[src/rwt_pkg.sv]
// Shared constants and carriers of the reset, watchdog and timer block.
package rwt_pkg;
    localparam logic [6:0] TIMER_COUNT_ADDR = 7'h01;
    localparam logic [6:0] CORE_STATUS_ADDR = 7'h03;
    localparam logic [3:0] SYSCTL_CTRL_ADDR = 4'he;
    localparam int         CHANGE_WAKE_BIT  = 7;
    localparam int         TIMEOUT_BIT      = 4;
    localparam int         POWERDOWN_BIT    = 3;
    localparam logic [7:0] STATUS_WR_MASK   = 8'h67;
    localparam logic [7:0] STATUS_POR       = 8'h18;
    localparam int         SRC_SEL_BIT      = 5;
    localparam int         EDGE_SEL_BIT     = 4;
    localparam int         ASSIGN_BIT       = 3;
    localparam logic [7:0] TIMER_MODE_RST   = 8'h3f;
    localparam logic [7:0] PRESCALER_RST    = 8'hff;
    localparam int         WDT_ENABLE_BIT   = 7;
    localparam int         LV_ENABLE_BIT    = 5;
    localparam logic [7:0] SYSCTL_RST       = 8'ha0;
    localparam logic [7:0] SYSCTL_WR_MASK   = 8'hec;
    localparam int         CLK_KHZ          = 25000;
    localparam int         WDT_TIMEOUT_MS   = 18;
    localparam int         WDT_BASE_CYCLES  = WDT_TIMEOUT_MS * CLK_KHZ;
    localparam int         WDT_MAX_RATIO    = 128;

    typedef enum logic [1:0] {
        ST_POR_HOLD = 2'b00,
        ST_RUN      = 2'b01,
        ST_SLEEP    = 2'b10
    } power_state_t;

    typedef struct packed {
        logic sleep;
        logic clear_watchdog_op;
        logic mode_load;
        logic ctrl_wr;
        logic file_wr;
    } op_t;

    typedef struct packed {
        logic ext_irq;
        logic port_change;
    } wake_t;
endpackage : rwt_pkg

[src/reset_watchdog_timer.sv]
// Reset merging, status flags, watchdog, shared prescaler and 8-bit timer.
// How it works
// - Power-up reset held until reset pin high.
// - Low reset pin resets only in reset function.
// - Watchdog timeout resets only when enabled, reset-selected.
// - Low voltage resets only while enabled.
// - Pin reset awake clears change-wake, keeps others.
// - Pin or interrupt wake gives 0,1,0 status.
// - Watchdog wake reset leaves all three zero.
// - Port change wake gives 1,1,0 status.
// - Watchdog reset clears timeout, keeps powerdown.
// - Every reset loads prescaler with all ones.
// - Internal source counts instruction cycles.
// - External source counts chosen pin edges.
// - Watchdog runs free, also during sleep.
// - Base 18 ms, prescaled up to 1:128.
// - Prescaler serves timer or watchdog, ratio selected.
// - Timer write clears prescaler when timer-assigned.
// - Clear-watchdog clears counter, prescaler if assigned.
// - Sleep entry clears watchdog counter, not prescaler, keeps it running.
// - Sleep ends on watchdog reset or interrupt, pin, low voltage, external interrupt or port change.
// - Sleep clears powerdown and sets timeout.
// - Power-up sets timeout and powerdown.
// - Strap picks watchdog reset or interrupt.
`timescale 1ns/1ps
module reset_watchdog_timer #(
    parameter int WDT_BASE_CYCLES = rwt_pkg::WDT_BASE_CYCLES
) (
    input  wire logic        i_clk,
    input  wire logic        i_arst_n,
    input  wire logic        i_reset_pin,
    input  wire logic        i_low_voltage_detect,
    input  wire logic        i_counter_clock_pin,
    input  wire logic        i_pin_reset_func,
    input  wire logic        i_watchdog_action_sel,
    input  wire logic        i_instr_cycle,
    input  rwt_pkg::op_t     i_op,
    input  rwt_pkg::wake_t   i_wake,
    input  wire logic [6:0]  i_addr,
    input  wire logic [7:0]  i_wdata,
    output logic      [7:0]  o_timer_count,
    output logic      [7:0]  o_core_status,
    output logic      [7:0]  o_timer_mode,
    output logic      [7:0]  o_prescaler_count,
    output logic      [7:0]  o_system_control,
    output logic             o_dev_reset_n,
    output logic             o_sleeping,
    output logic             o_timer_overflow,
    output logic             o_watchdog_irq,
    output logic             o_wake
);
    import rwt_pkg::*;

    localparam int WCW = $clog2(WDT_BASE_CYCLES);
    localparam logic [WCW-1:0] WDT_LAST = WCW'(WDT_BASE_CYCLES - 1);

    power_state_t   state_reg,    state_next;
    logic [2:0]     sync1_reg,    sync1_next;
    logic [2:0]     sync2_reg,    sync2_next;
    logic           tpin_reg,     tpin_next;
    logic [WCW-1:0] wdt_cnt_reg,  wdt_cnt_next;
    logic [7:0]     timer_reg,    timer_next;
    logic [7:0]     status_reg,   status_next;
    logic [7:0]     mode_reg,     mode_next;
    logic [7:0]     presc_reg,    presc_next;
    logic [7:0]     sysctl_reg,   sysctl_next;
    logic           rst_n_reg,    rst_n_next;
    logic           sleep_reg,    sleep_next;
    logic           ovf_reg,      ovf_next;
    logic           irq_reg,      irq_next;
    logic           wake_reg,     wake_next;
    logic           pin_rst;
    logic           lvr_rst;
    logic           base_hit;
    logic           wdt_timeout;
    logic           src_evt;
    logic           timer_tick;
    logic           presc_wdt;
    logic [7:0]     presc_inc;
    logic [7:0]     wdt_mask;
    logic [7:0]     tmr_mask;
    logic           pin_edge_rise;
    logic           pin_edge_fall;

    always_comb begin
        sync1_next    = {i_low_voltage_detect, i_counter_clock_pin, i_reset_pin};
        sync2_next    = sync1_reg;
        tpin_next     = sync2_reg[1];
        state_next    = state_reg;
        wdt_cnt_next  = wdt_cnt_reg;
        timer_next    = timer_reg;
        status_next   = status_reg;
        mode_next     = mode_reg;
        presc_next    = presc_reg;
        sysctl_next   = sysctl_reg;
        rst_n_next    = 1'b1;
        ovf_next      = 1'b0;
        irq_next      = 1'b0;
        wake_next     = 1'b0;
        timer_tick    = 1'b0;
        wdt_timeout   = 1'b0;
        pin_rst       = ~sync2_reg[0] & i_pin_reset_func;
        lvr_rst       = sync2_reg[2] & sysctl_reg[LV_ENABLE_BIT];
        presc_wdt     = mode_reg[ASSIGN_BIT];
        presc_inc     = presc_reg + 8'h01;
        wdt_mask      = (8'h01 << mode_reg[2:0]) - 8'h01;
        tmr_mask      = (8'h02 << mode_reg[2:0]) - 8'h01;
        pin_edge_rise = sync2_reg[1] & ~tpin_reg;
        pin_edge_fall = ~sync2_reg[1] & tpin_reg;
        base_hit      = sysctl_reg[WDT_ENABLE_BIT] && (wdt_cnt_reg == WDT_LAST);
        if (!sysctl_reg[WDT_ENABLE_BIT]) begin
            wdt_cnt_next = '0;
        end else if (base_hit) begin
            wdt_cnt_next = '0;
        end else begin
            wdt_cnt_next = wdt_cnt_reg + WCW'(1);
        end
        if (mode_reg[SRC_SEL_BIT]) begin
            src_evt = mode_reg[EDGE_SEL_BIT] ? pin_edge_fall : pin_edge_rise;
        end else begin
            src_evt = i_instr_cycle && (state_reg == ST_RUN);
        end
        if (presc_wdt) begin
            timer_tick = src_evt;
            if (base_hit) begin
                presc_next  = presc_inc;
                wdt_timeout = (presc_inc & wdt_mask) == 8'h00;
            end
        end else begin
            wdt_timeout = base_hit;
            if (src_evt) begin
                presc_next = presc_inc;
                timer_tick = (presc_inc & tmr_mask) == 8'h00;
            end
        end
        if (timer_tick) begin
            timer_next = timer_reg + 8'h01;
            ovf_next   = (timer_reg == 8'hff);
        end
        if (i_op.file_wr && i_addr == TIMER_COUNT_ADDR) begin
            timer_next = i_wdata;
            if (!presc_wdt) begin
                presc_next = 8'h00;
            end
        end
        if (i_op.file_wr && i_addr == CORE_STATUS_ADDR) begin
            status_next = (status_reg & ~STATUS_WR_MASK) | (i_wdata & STATUS_WR_MASK);
        end
        if (i_op.mode_load) begin
            mode_next = i_wdata;
        end
        if (i_op.ctrl_wr && i_addr[3:0] == SYSCTL_CTRL_ADDR) begin
            sysctl_next = i_wdata & SYSCTL_WR_MASK;
        end
        if (i_op.clear_watchdog_op && state_reg == ST_RUN) begin
            wdt_cnt_next = '0;
            wdt_timeout  = 1'b0;
            if (presc_wdt) begin
                presc_next = 8'h00;
            end
            status_next[TIMEOUT_BIT]   = 1'b1;
            status_next[POWERDOWN_BIT] = 1'b1;
        end
        if (i_op.sleep && state_reg == ST_RUN && !wdt_timeout) begin
            wdt_cnt_next               = '0;
            status_next[TIMEOUT_BIT]   = 1'b1;
            status_next[POWERDOWN_BIT] = 1'b0;
            state_next                 = ST_SLEEP;
        end
        if (state_reg == ST_SLEEP) begin
            if (i_wake.port_change) begin
                status_next[CHANGE_WAKE_BIT] = 1'b1;
                status_next[TIMEOUT_BIT]     = 1'b1;
                status_next[POWERDOWN_BIT]   = 1'b0;
                state_next                   = ST_RUN;
                wake_next                    = 1'b1;
            end else if (i_wake.ext_irq) begin
                status_next[CHANGE_WAKE_BIT] = 1'b0;
                status_next[TIMEOUT_BIT]     = 1'b1;
                status_next[POWERDOWN_BIT]   = 1'b0;
                state_next                   = ST_RUN;
                wake_next                    = 1'b1;
            end
        end
        if (wdt_timeout && !i_watchdog_action_sel) begin
            irq_next = 1'b1;
            if (state_reg == ST_SLEEP) begin
                state_next = ST_RUN;
                wake_next  = 1'b1;
            end
        end
        if (state_reg == ST_POR_HOLD || pin_rst || lvr_rst
            || (wdt_timeout && i_watchdog_action_sel)) begin
            rst_n_next   = 1'b0;
            mode_next    = TIMER_MODE_RST;
            presc_next   = PRESCALER_RST;
            sysctl_next  = SYSCTL_RST;
            wdt_cnt_next = '0;
            ovf_next     = 1'b0;
            irq_next     = 1'b0;
            wake_next    = 1'b0;
            timer_next   = timer_reg;
            status_next  = status_reg;
            state_next   = ST_RUN;
            if (state_reg == ST_POR_HOLD) begin
                status_next = STATUS_POR;
                if (!sync2_reg[0]) begin
                    state_next = ST_POR_HOLD;
                end
            end else if (pin_rst) begin
                status_next[CHANGE_WAKE_BIT] = 1'b0;
                if (state_reg == ST_SLEEP) begin
                    status_next[TIMEOUT_BIT]   = 1'b1;
                    status_next[POWERDOWN_BIT] = 1'b0;
                    wake_next                  = 1'b1;
                end
            end else if (lvr_rst) begin
                status_next[CHANGE_WAKE_BIT] = 1'b0;
                status_next[TIMEOUT_BIT]     = 1'b1;
                status_next[POWERDOWN_BIT]   = 1'b1;
            end else begin
                status_next[CHANGE_WAKE_BIT] = 1'b0;
                status_next[TIMEOUT_BIT]     = 1'b0;
                wake_next                    = (state_reg == ST_SLEEP);
            end
        end
        sleep_next = (state_next == ST_SLEEP);
    end

    always_ff @(posedge i_clk or negedge i_arst_n) begin
        if (!i_arst_n) begin
            state_reg   <= ST_POR_HOLD;
            sync1_reg   <= 3'h0;
            sync2_reg   <= 3'h0;
            tpin_reg    <= 1'b0;
            wdt_cnt_reg <= '0;
            timer_reg   <= 8'h00;
            status_reg  <= STATUS_POR;
            mode_reg    <= TIMER_MODE_RST;
            presc_reg   <= PRESCALER_RST;
            sysctl_reg  <= SYSCTL_RST;
            rst_n_reg   <= 1'b0;
            sleep_reg   <= 1'b0;
            ovf_reg     <= 1'b0;
            irq_reg     <= 1'b0;
            wake_reg    <= 1'b0;
        end else begin
            state_reg   <= state_next;
            sync1_reg   <= sync1_next;
            sync2_reg   <= sync2_next;
            tpin_reg    <= tpin_next;
            wdt_cnt_reg <= wdt_cnt_next;
            timer_reg   <= timer_next;
            status_reg  <= status_next;
            mode_reg    <= mode_next;
            presc_reg   <= presc_next;
            sysctl_reg  <= sysctl_next;
            rst_n_reg   <= rst_n_next;
            sleep_reg   <= sleep_next;
            ovf_reg     <= ovf_next;
            irq_reg     <= irq_next;
            wake_reg    <= wake_next;
        end
    end

    assign o_timer_count     = timer_reg;
    assign o_core_status     = status_reg;
    assign o_timer_mode      = mode_reg;
    assign o_prescaler_count = presc_reg;
    assign o_system_control  = sysctl_reg;
    assign o_dev_reset_n     = rst_n_reg;
    assign o_sleeping        = sleep_reg;
    assign o_timer_overflow  = ovf_reg;
    assign o_watchdog_irq    = irq_reg;
    assign o_wake            = wake_reg;

    logic quiet;
    assign quiet = (state_reg != ST_POR_HOLD) && !pin_rst && !lvr_rst;
endmodule : reset_watchdog_timer

[config.mk]
export PLATFORM = sky130hd
export DESIGN_NAME = reset_watchdog_timer
export DESIGN_NICKNAME = d
export VERILOG_FILES = /design/src/rwt_pkg.sv /design/src/reset_watchdog_timer.sv
export SDC_FILE = /design/constraint.sdc
export NUM_CORES = 1
export LEC_CHECK = 0
export BUFFER_PORTS_ARGS = -buffer_cell sky130_fd_sc_hd__clkbuf_2
export CAP_MARGIN = 30
export CORE_UTILIZATION = 35
export CTS_CLUSTER_DIAMETER = 120
export DETAILED_ROUTE_END_ITERATION = 7
export PLACE_DENSITY = 0.62
export SLEW_MARGIN = 10
export SYNTH_ARGS = -nofsm -noshare
export SYNTH_HDL_FRONTEND = slang
export SYNTH_SLANG_ARGS = --single-unit
[constraint.sdc]
create_clock -name i_clk -period 3.7 [get_ports i_clk]
set_clock_uncertainty 0.15 [all_clocks]
set_input_delay 0.74 -clock i_clk [delete_from_list [all_inputs] [get_ports i_clk]]
set_output_delay 0.74 -clock i_clk [all_outputs]
set_load 0.1 [all_outputs]
# Word-level counts from Yosys, hierarchy flattened
# Index checks and enable logic that the tools add are counted.
[op_classes]
addsub = 5
n_bitwise = 11
n_div = 0
n_reduce_logical = 25
order_cmp = 0
n_mux = 67
multipliers = 0
eq_ne = 11
n_shift = 2
[ops]
columns = ["operator", "n"]
rows = [
  ["8-bit 2-to-1 mux", 16],
  ["19-bit 2-to-1 mux", 5],
  ["2-bit 2-to-1 mux", 16],
  ["1-bit 2-to-1 mux", 29],
  ["19-bit by 1-bit adder with 19-bit output (second input constant)", 1],
  ["19-bit == test (second input constant)", 1],
  ["8-bit by 1-bit adder with 8-bit output (second input constant)", 2],
  ["8-bit AND", 2],
  ["8-bit zero test", 2],
  ["8-bit by 1-bit subtractor with 8-bit output (second input constant)", 2],
  ["1-bit logical AND", 10],
  ["8-bit == test (second input constant)", 1],
  ["8-bit by 7-bit OR with 8-bit output", 1],
  ["2-bit nonzero test", 4],
  ["1-bit by 3-bit left shift with 8-bit output (first input constant)", 1],
  ["2-bit by 3-bit left shift with 8-bit output (first input constant)", 1],
  ["7-bit by 1-bit == test with 1-bit output (second input constant)", 1],
  ["7-bit by 2-bit == test with 1-bit output (second input constant)", 1],
  ["2-bit AND reduction", 3],
  ["1-bit AND", 4],
  ["2-bit == test (second input constant)", 2],
  ["4-bit == test (second input constant)", 1],
  ["4-bit by 3-bit inequality test with 1-bit output (second input constant)", 1],
  ["4-bit inequality test (second input constant)", 1],
  ["other kinds (7)", 13],
]
[word_totals]
mem_count = 0
ram_bits = 0
latchBits = 0
elab_cells = 139
out_inout_bits = 45
mem_bits_ro = 0
input_bits = 30
register_bits = 73

# Depth between registers and ports, before layout
[depth]
ltp_word = 17
depth_mapped = 13
mapped_depth_nobuf = 11

# Worst setup path before layout
# OpenSTA, ideal clock, no wires.
[synth_path]
kind = "register to register"
startpoint = "register mode_reg[2], in the netlist o_timer_mode[2]"
endpoint = "register status_reg[0], in the netlist o_core_status[0]"
path_stages_with_launch = 14
setup_ns = 0.125
synth_period_minus_slack_ns = 3.485
path_buffers = 2
t_arrival_ns = 3.210
setup_slack_ns = 0.215
t_required_ns = 3.425
cell_sequence = "dfstp_2 > buf_2 > nor2_1 > nand2_1 > ha_1 > nor3b_1 > nor3_1 > o221a_2 > a31oi_2 > o31ai_4 > inv_2 > and3_4 > buf_6 > mux2_4"
[synth_between]
elab_chain_cells = 11
elab_cells_between_ends = 13
classes_between = "add/sub (1); eq/ne (1); shift (1); mux (4); bitwise (1); reduce/logical (5)"
[synth_lines]
columns = ["element", "line", "rtl"]
rows = [
  ["from (decl)", "reset_watchdog_timer.sv:64", "logic [7:0] mode_reg, mode_next;"],
  ["from (signal assigned)", "reset_watchdog_timer.sv:255", "mode_reg <= mode_next;"],
  ["1-bit by 3-bit left shift with 8-bit output *", "reset_watchdog_timer.sv:106", "wdt_mask = (8'h01 << mode_reg[2:0]) - 8'h01;"],
  ["8-bit by 1-bit subtractor with 8-bit output *", "reset_watchdog_timer.sv:106", ""],
  ["8-bit AND *", "reset_watchdog_timer.sv:127", "wdt_timeout = (presc_inc & wdt_mask) == 8'h00;"],
  ["8-bit zero test *", "reset_watchdog_timer.sv:127", ""],
  ["1-bit 2-to-1 mux *", "reset_watchdog_timer.sv:125", "if (base_hit) begin"],
  ["1-bit 2-to-1 mux *", "reset_watchdog_timer.sv:123", "if (presc_wdt) begin"],
  ["1-bit 2-to-1 mux *", "reset_watchdog_timer.sv:155", "if (i_op.clear_watchdog_op && state_reg == ST_RUN) begin"],
  ["1-bit logical AND *", "reset_watchdog_timer.sv:193", "|| (wdt_timeout && i_watchdog_action_sel)) begin"],
  ["1-bit logical OR *", "reset_watchdog_timer.sv:193", ""],
  ["2-bit inequality test (no line) or 2-bit nonzero test (tied branches)", "-", ""],
  ["2-bit AND reduction (no line)", "-", ""],
  ["to (signal assigned)", "reset_watchdog_timer.sv:254", "status_reg <= status_next;"],
  ["to (decl)", "reset_watchdog_timer.sv:63", "logic [7:0] status_reg, status_next;"],
]
# Every way passes the cells marked *; elsewhere a longest branch is shown, timed or not.
# A chain may end at the register's enable or synchronous reset.

# Worst setup path after layout
[layout_path]
startpoint = "register mode_reg[2], in the netlist o_timer_mode[2]"
endpoint = "register wdt_cnt_reg[16]"
[layout_between]
elab_chain_cells = 11
elab_cells_between_ends = 13
classes_between = "add/sub (1); shift (1); mux (5); bitwise (1); reduce/logical (5)"
[layout_lines]
columns = ["element", "line", "rtl"]
rows = [
  ["1-bit by 3-bit left shift with 8-bit output *", "reset_watchdog_timer.sv:106", ""],
  ["8-bit by 1-bit subtractor with 8-bit output *", "reset_watchdog_timer.sv:106", ""],
  ["8-bit AND *", "reset_watchdog_timer.sv:127", ""],
  ["8-bit zero test *", "reset_watchdog_timer.sv:127", ""],
  ["1-bit 2-to-1 mux *", "reset_watchdog_timer.sv:125", ""],
  ["1-bit 2-to-1 mux *", "reset_watchdog_timer.sv:123", ""],
  ["1-bit 2-to-1 mux *", "reset_watchdog_timer.sv:155", ""],
  ["1-bit zero test", "reset_watchdog_timer.sv:164", "if (i_op.sleep && state_reg == ST_RUN && !wdt_timeout) begin"],
  ["1-bit logical AND", "reset_watchdog_timer.sv:164", ""],
  ["19-bit 2-to-1 mux", "reset_watchdog_timer.sv:164", ""],
  ["19-bit 2-to-1 mux *", "reset_watchdog_timer.sv:192", "if (state_reg == ST_POR_HOLD || pin_rst || lvr_rst"],
  ["net wdt_cnt_next[16]", "reset_watchdog_timer.sv:61", "logic [WCW-1:0] wdt_cnt_reg, wdt_cnt_next;"],
  ["to (signal assigned)", "reset_watchdog_timer.sv:252", "wdt_cnt_reg <= wdt_cnt_next;"],
  ["to (decl)", "reset_watchdog_timer.sv:61", ""],
]
# The timed path passes the listed nets; every way through them passes the cells marked *.

==> impl_metrics.tcl <==
set metrics [dict create \
    status "finished, final reports clean" \
    worst_pin_slew_ps 628 \
    yosys_warnings 0 \
    avgSynthCellArea_um2 9.68 \
    drt-pass1-iter-count 4 \
    gr-total-overflow 0 \
    p_leak_nw 2.05 \
    start_util 0.365 \
    cts_root_buffer "clkbuf_8" \
    synth_edf_count 0 \
    vias_per_cell 5.35 \
    drt-initial-drc-count 218 \
    maxCapViolations 0 \
    dp_hpwl_mm 7.07 \
    grt_first_pass_wirelength_mm 15.6 \
    slew_headroom 0.577 \
    port_buffers 71 \
    drive_above_1_share 0.271 \
    worstSetupPathType "flip-flop to flip-flop" \
    finalCriticalPeriod_ps 3390 \
    setup_viol_count_final 0 \
    rsz0062_at_grt "no" \
    layoutNonFillerInstCount 612 \
    io_pins 75 \
    power_density_nw_per_um2 563 \
    synth_cells 395 \
    largest_reg_flops 19 \
    die_h_um 107 \
    syn2layout_area_growth_pct 19.5 \
    numCtsBuffers 9 \
    ys.flop_type "dfrtp_1" \
    grt_start_max_net_pins 71 \
    fin_nets 505 \
    die_area_um2 11300 \
    grt_pass1_vias 3117 \
    startpoint_type "flip-flop" \
    core-area_um2 10500 \
    min_path_type "input pin to async pin" \
    die_x_um 107 \
    endpoint_kind "flip-flop" \
    seq_area_frac_synth 0.464 \
    reg2reg_depth 10 \
    netlist_area_um2 3820 \
    route.detailed.drc 0 \
    clock_latency_ps 360 \
    vias 3274 \
    hold_viol 0 \
    clkSinkCount 70 \
    clockBufferDepth 2 \
    r2r-end "wdt_cnt_reg[16]$_DFF_PN0_" \
    fill_cells 1050 \
    slew_viol_final 0 \
    crit_start "o_timer_mode[2]$_DFFE_PN1P_" \
    arrival_ps 3510 \
    grt_antenna_before_repair 0 \
    setup_tns_ps 0 \
    rows 37 \
    cts_setup_buffers 0 \
    required_ps 3820 \
    drt_wl_total_mm 9.56 \
    dpl_worst_slack_ps 320 \
    worstPathMaxFanout 19 \
    hold_ws_ps 200 \
    cts_resized 0 \
    fmax_mhz 295 \
    r2r_slack_ps 310 \
    cts.clk_slew.worst_paths_ps 90 \
    placed_cells 595 \
    postCtsHoldBufs 0 \
    gp_congestion 0.853 \
    ys_ff_latch 70 \
    h-tree-depth 3 \
    track_usage 0.179 \
    ant_nets 0 \
    layout_setup_ws_ps 305 \
    regToRegStartpoint "o_timer_mode[2]$_DFFE_PN1P_" \
    ys_types 69 \
    timing.final.crit_share 0.917 \
    wl_per_cell_um 15.6 \
    antenna_cells 0 \
    peakVddDrop_v 0.000260 \
    cts_tree "done" \
    synthArstFlopShare 1.00 \
]
==> cells in the mapped netlist, types with 4 or more instances <==
cell type,n,area share
a211oi_1,4,0.0079
a21oi_1,16,0.021
a221o_1,4,0.010
a31oi_1,5,0.0082
and3_1,4,0.0065
clkbuf_1,7,0.0069
dfrtp_1,52,0.34
dfstp_2,18,0.12
ha_1,4,0.013
inv_1,12,0.012
mux2_4,5,0.020
mux2i_1,12,0.031
nand2_1,46,0.045
nand3_1,16,0.021
nand4_1,12,0.020
nor2_1,41,0.040
nor2b_1,10,0.016
nor3_1,8,0.010
nor4_1,5,0.0082
o21ai_0,17,0.022
or3_1,6,0.0098
xnor2_1,12,0.027
xor2_1,11,0.025
==> logic make-up (layout without fill, tap and decap cells) <==
group | Yosys count | after routing | synth area share
AND/OR/NAND/NOR | 171 | 171 | 0.230
AO/OA/AOI/OAI | 80 | 80 | 0.152
flip-flops | 70 | 70 | 0.464
buffers and inverters | 29 | 108 | 0.0363
XOR/XNOR | 23 | 23 | 0.0527
multiplexers | 17 | 17 | 0.0511
adder cells (fa/ha/maj) | 4 | 4 | 0.0131
other | 1 | 3 | 0.000981
==> layout make-up <==
type / instances / area, um^2 / share of cell area
repair buffers: 79 / 428 / 0.0937
multi-input cells: 298 / 1920 / 0.421
clock buffers: 10 / 138 / 0.0301
inverters: 13 / 48.8 / 0.0107
clock inverters: 6 / 85.1 / 0.0186
flip-flops and latches: 70 / 1770 / 0.388
well taps: 136 / 170 / 0.0373
==> power breakdown <==
group / internal, mW / total, mW / switching, mW
sequential: 0.844 / 0.936 / 0.0914
combinational: 0.225 / 0.938 / 0.713
clock: 0.395 / 0.699 / 0.304
total: 1.46 / 2.57 / 1.11
==> critical path: stages (launching register included) <==
cell     delay, ps
dfstp_2        680
or3_4          190
ha_1           250
nor3b_1        290
nor3_1         120
o221a_2        290
a31oi_2        260
o31ai_4        110
inv_2          260
nand4_2        460
nor2_1         250
==> layout by cell type, fill, tap and decap left out, drive strengths merged, types with 4 or more instances in the layout <==
master  count
clkbuf     80
dfrtp      52
nand2      46
nor2       41
dfstp      18
o21ai      18
nand3      16
a21oi      16
inv        13
nand4      13
xnor2      12
mux2i      12
xor2       11
nor2b      10
buf         9
nor3        8
or3         7
a31oi       6
mux2        5
and3        5
nor4        5
a211oi      4
a221o       4
ha          4
==> metrics by stage <==
step / power (mW) / area (um^2) / utilization
after detailed placement: 1.88 / 4320 / 0.413
after floorplan: 1.68 / 3830 / -
after global placement: 1.87 / 4320 / 0.413
after CTS: 2.59 / 4550 / 0.435
after global routing: 2.70 / 4570 / 0.436
final: 2.57 / 4570 / 0.436
==> worst max-delay path by stage <==
stage	end	slack, ps	cells past startpoint
floorplan	o_core_status[0]$_DFFE_PN0P_	220	13
global route	wdt_cnt_reg[12]$_DFF_PN0_	10	10
finish	wdt_cnt_reg[16]$_DFF_PN0_	310	10
CTS	wdt_cnt_reg[12]$_DFF_PN0_	290	10
detailed placement	wdt_cnt_reg[12]$_DFF_PN0_	320	10
global placement	wdt_cnt_reg[5]$_DFF_PN0_	400	10
==> per-layer routing <==
metal | part of all wire | up-vias | GRT usage
li1 | - | 1577 | -
met1 | 0.45 | 1583 | 0.242
met2 | 0.48 | 102 | 0.280
met3 | 0.052 | 12 | 0.0349
met4 | 0.018 | 0 | 0.0763
met5 | 0 | - | 0
Power figures use the tool's default switching activity.
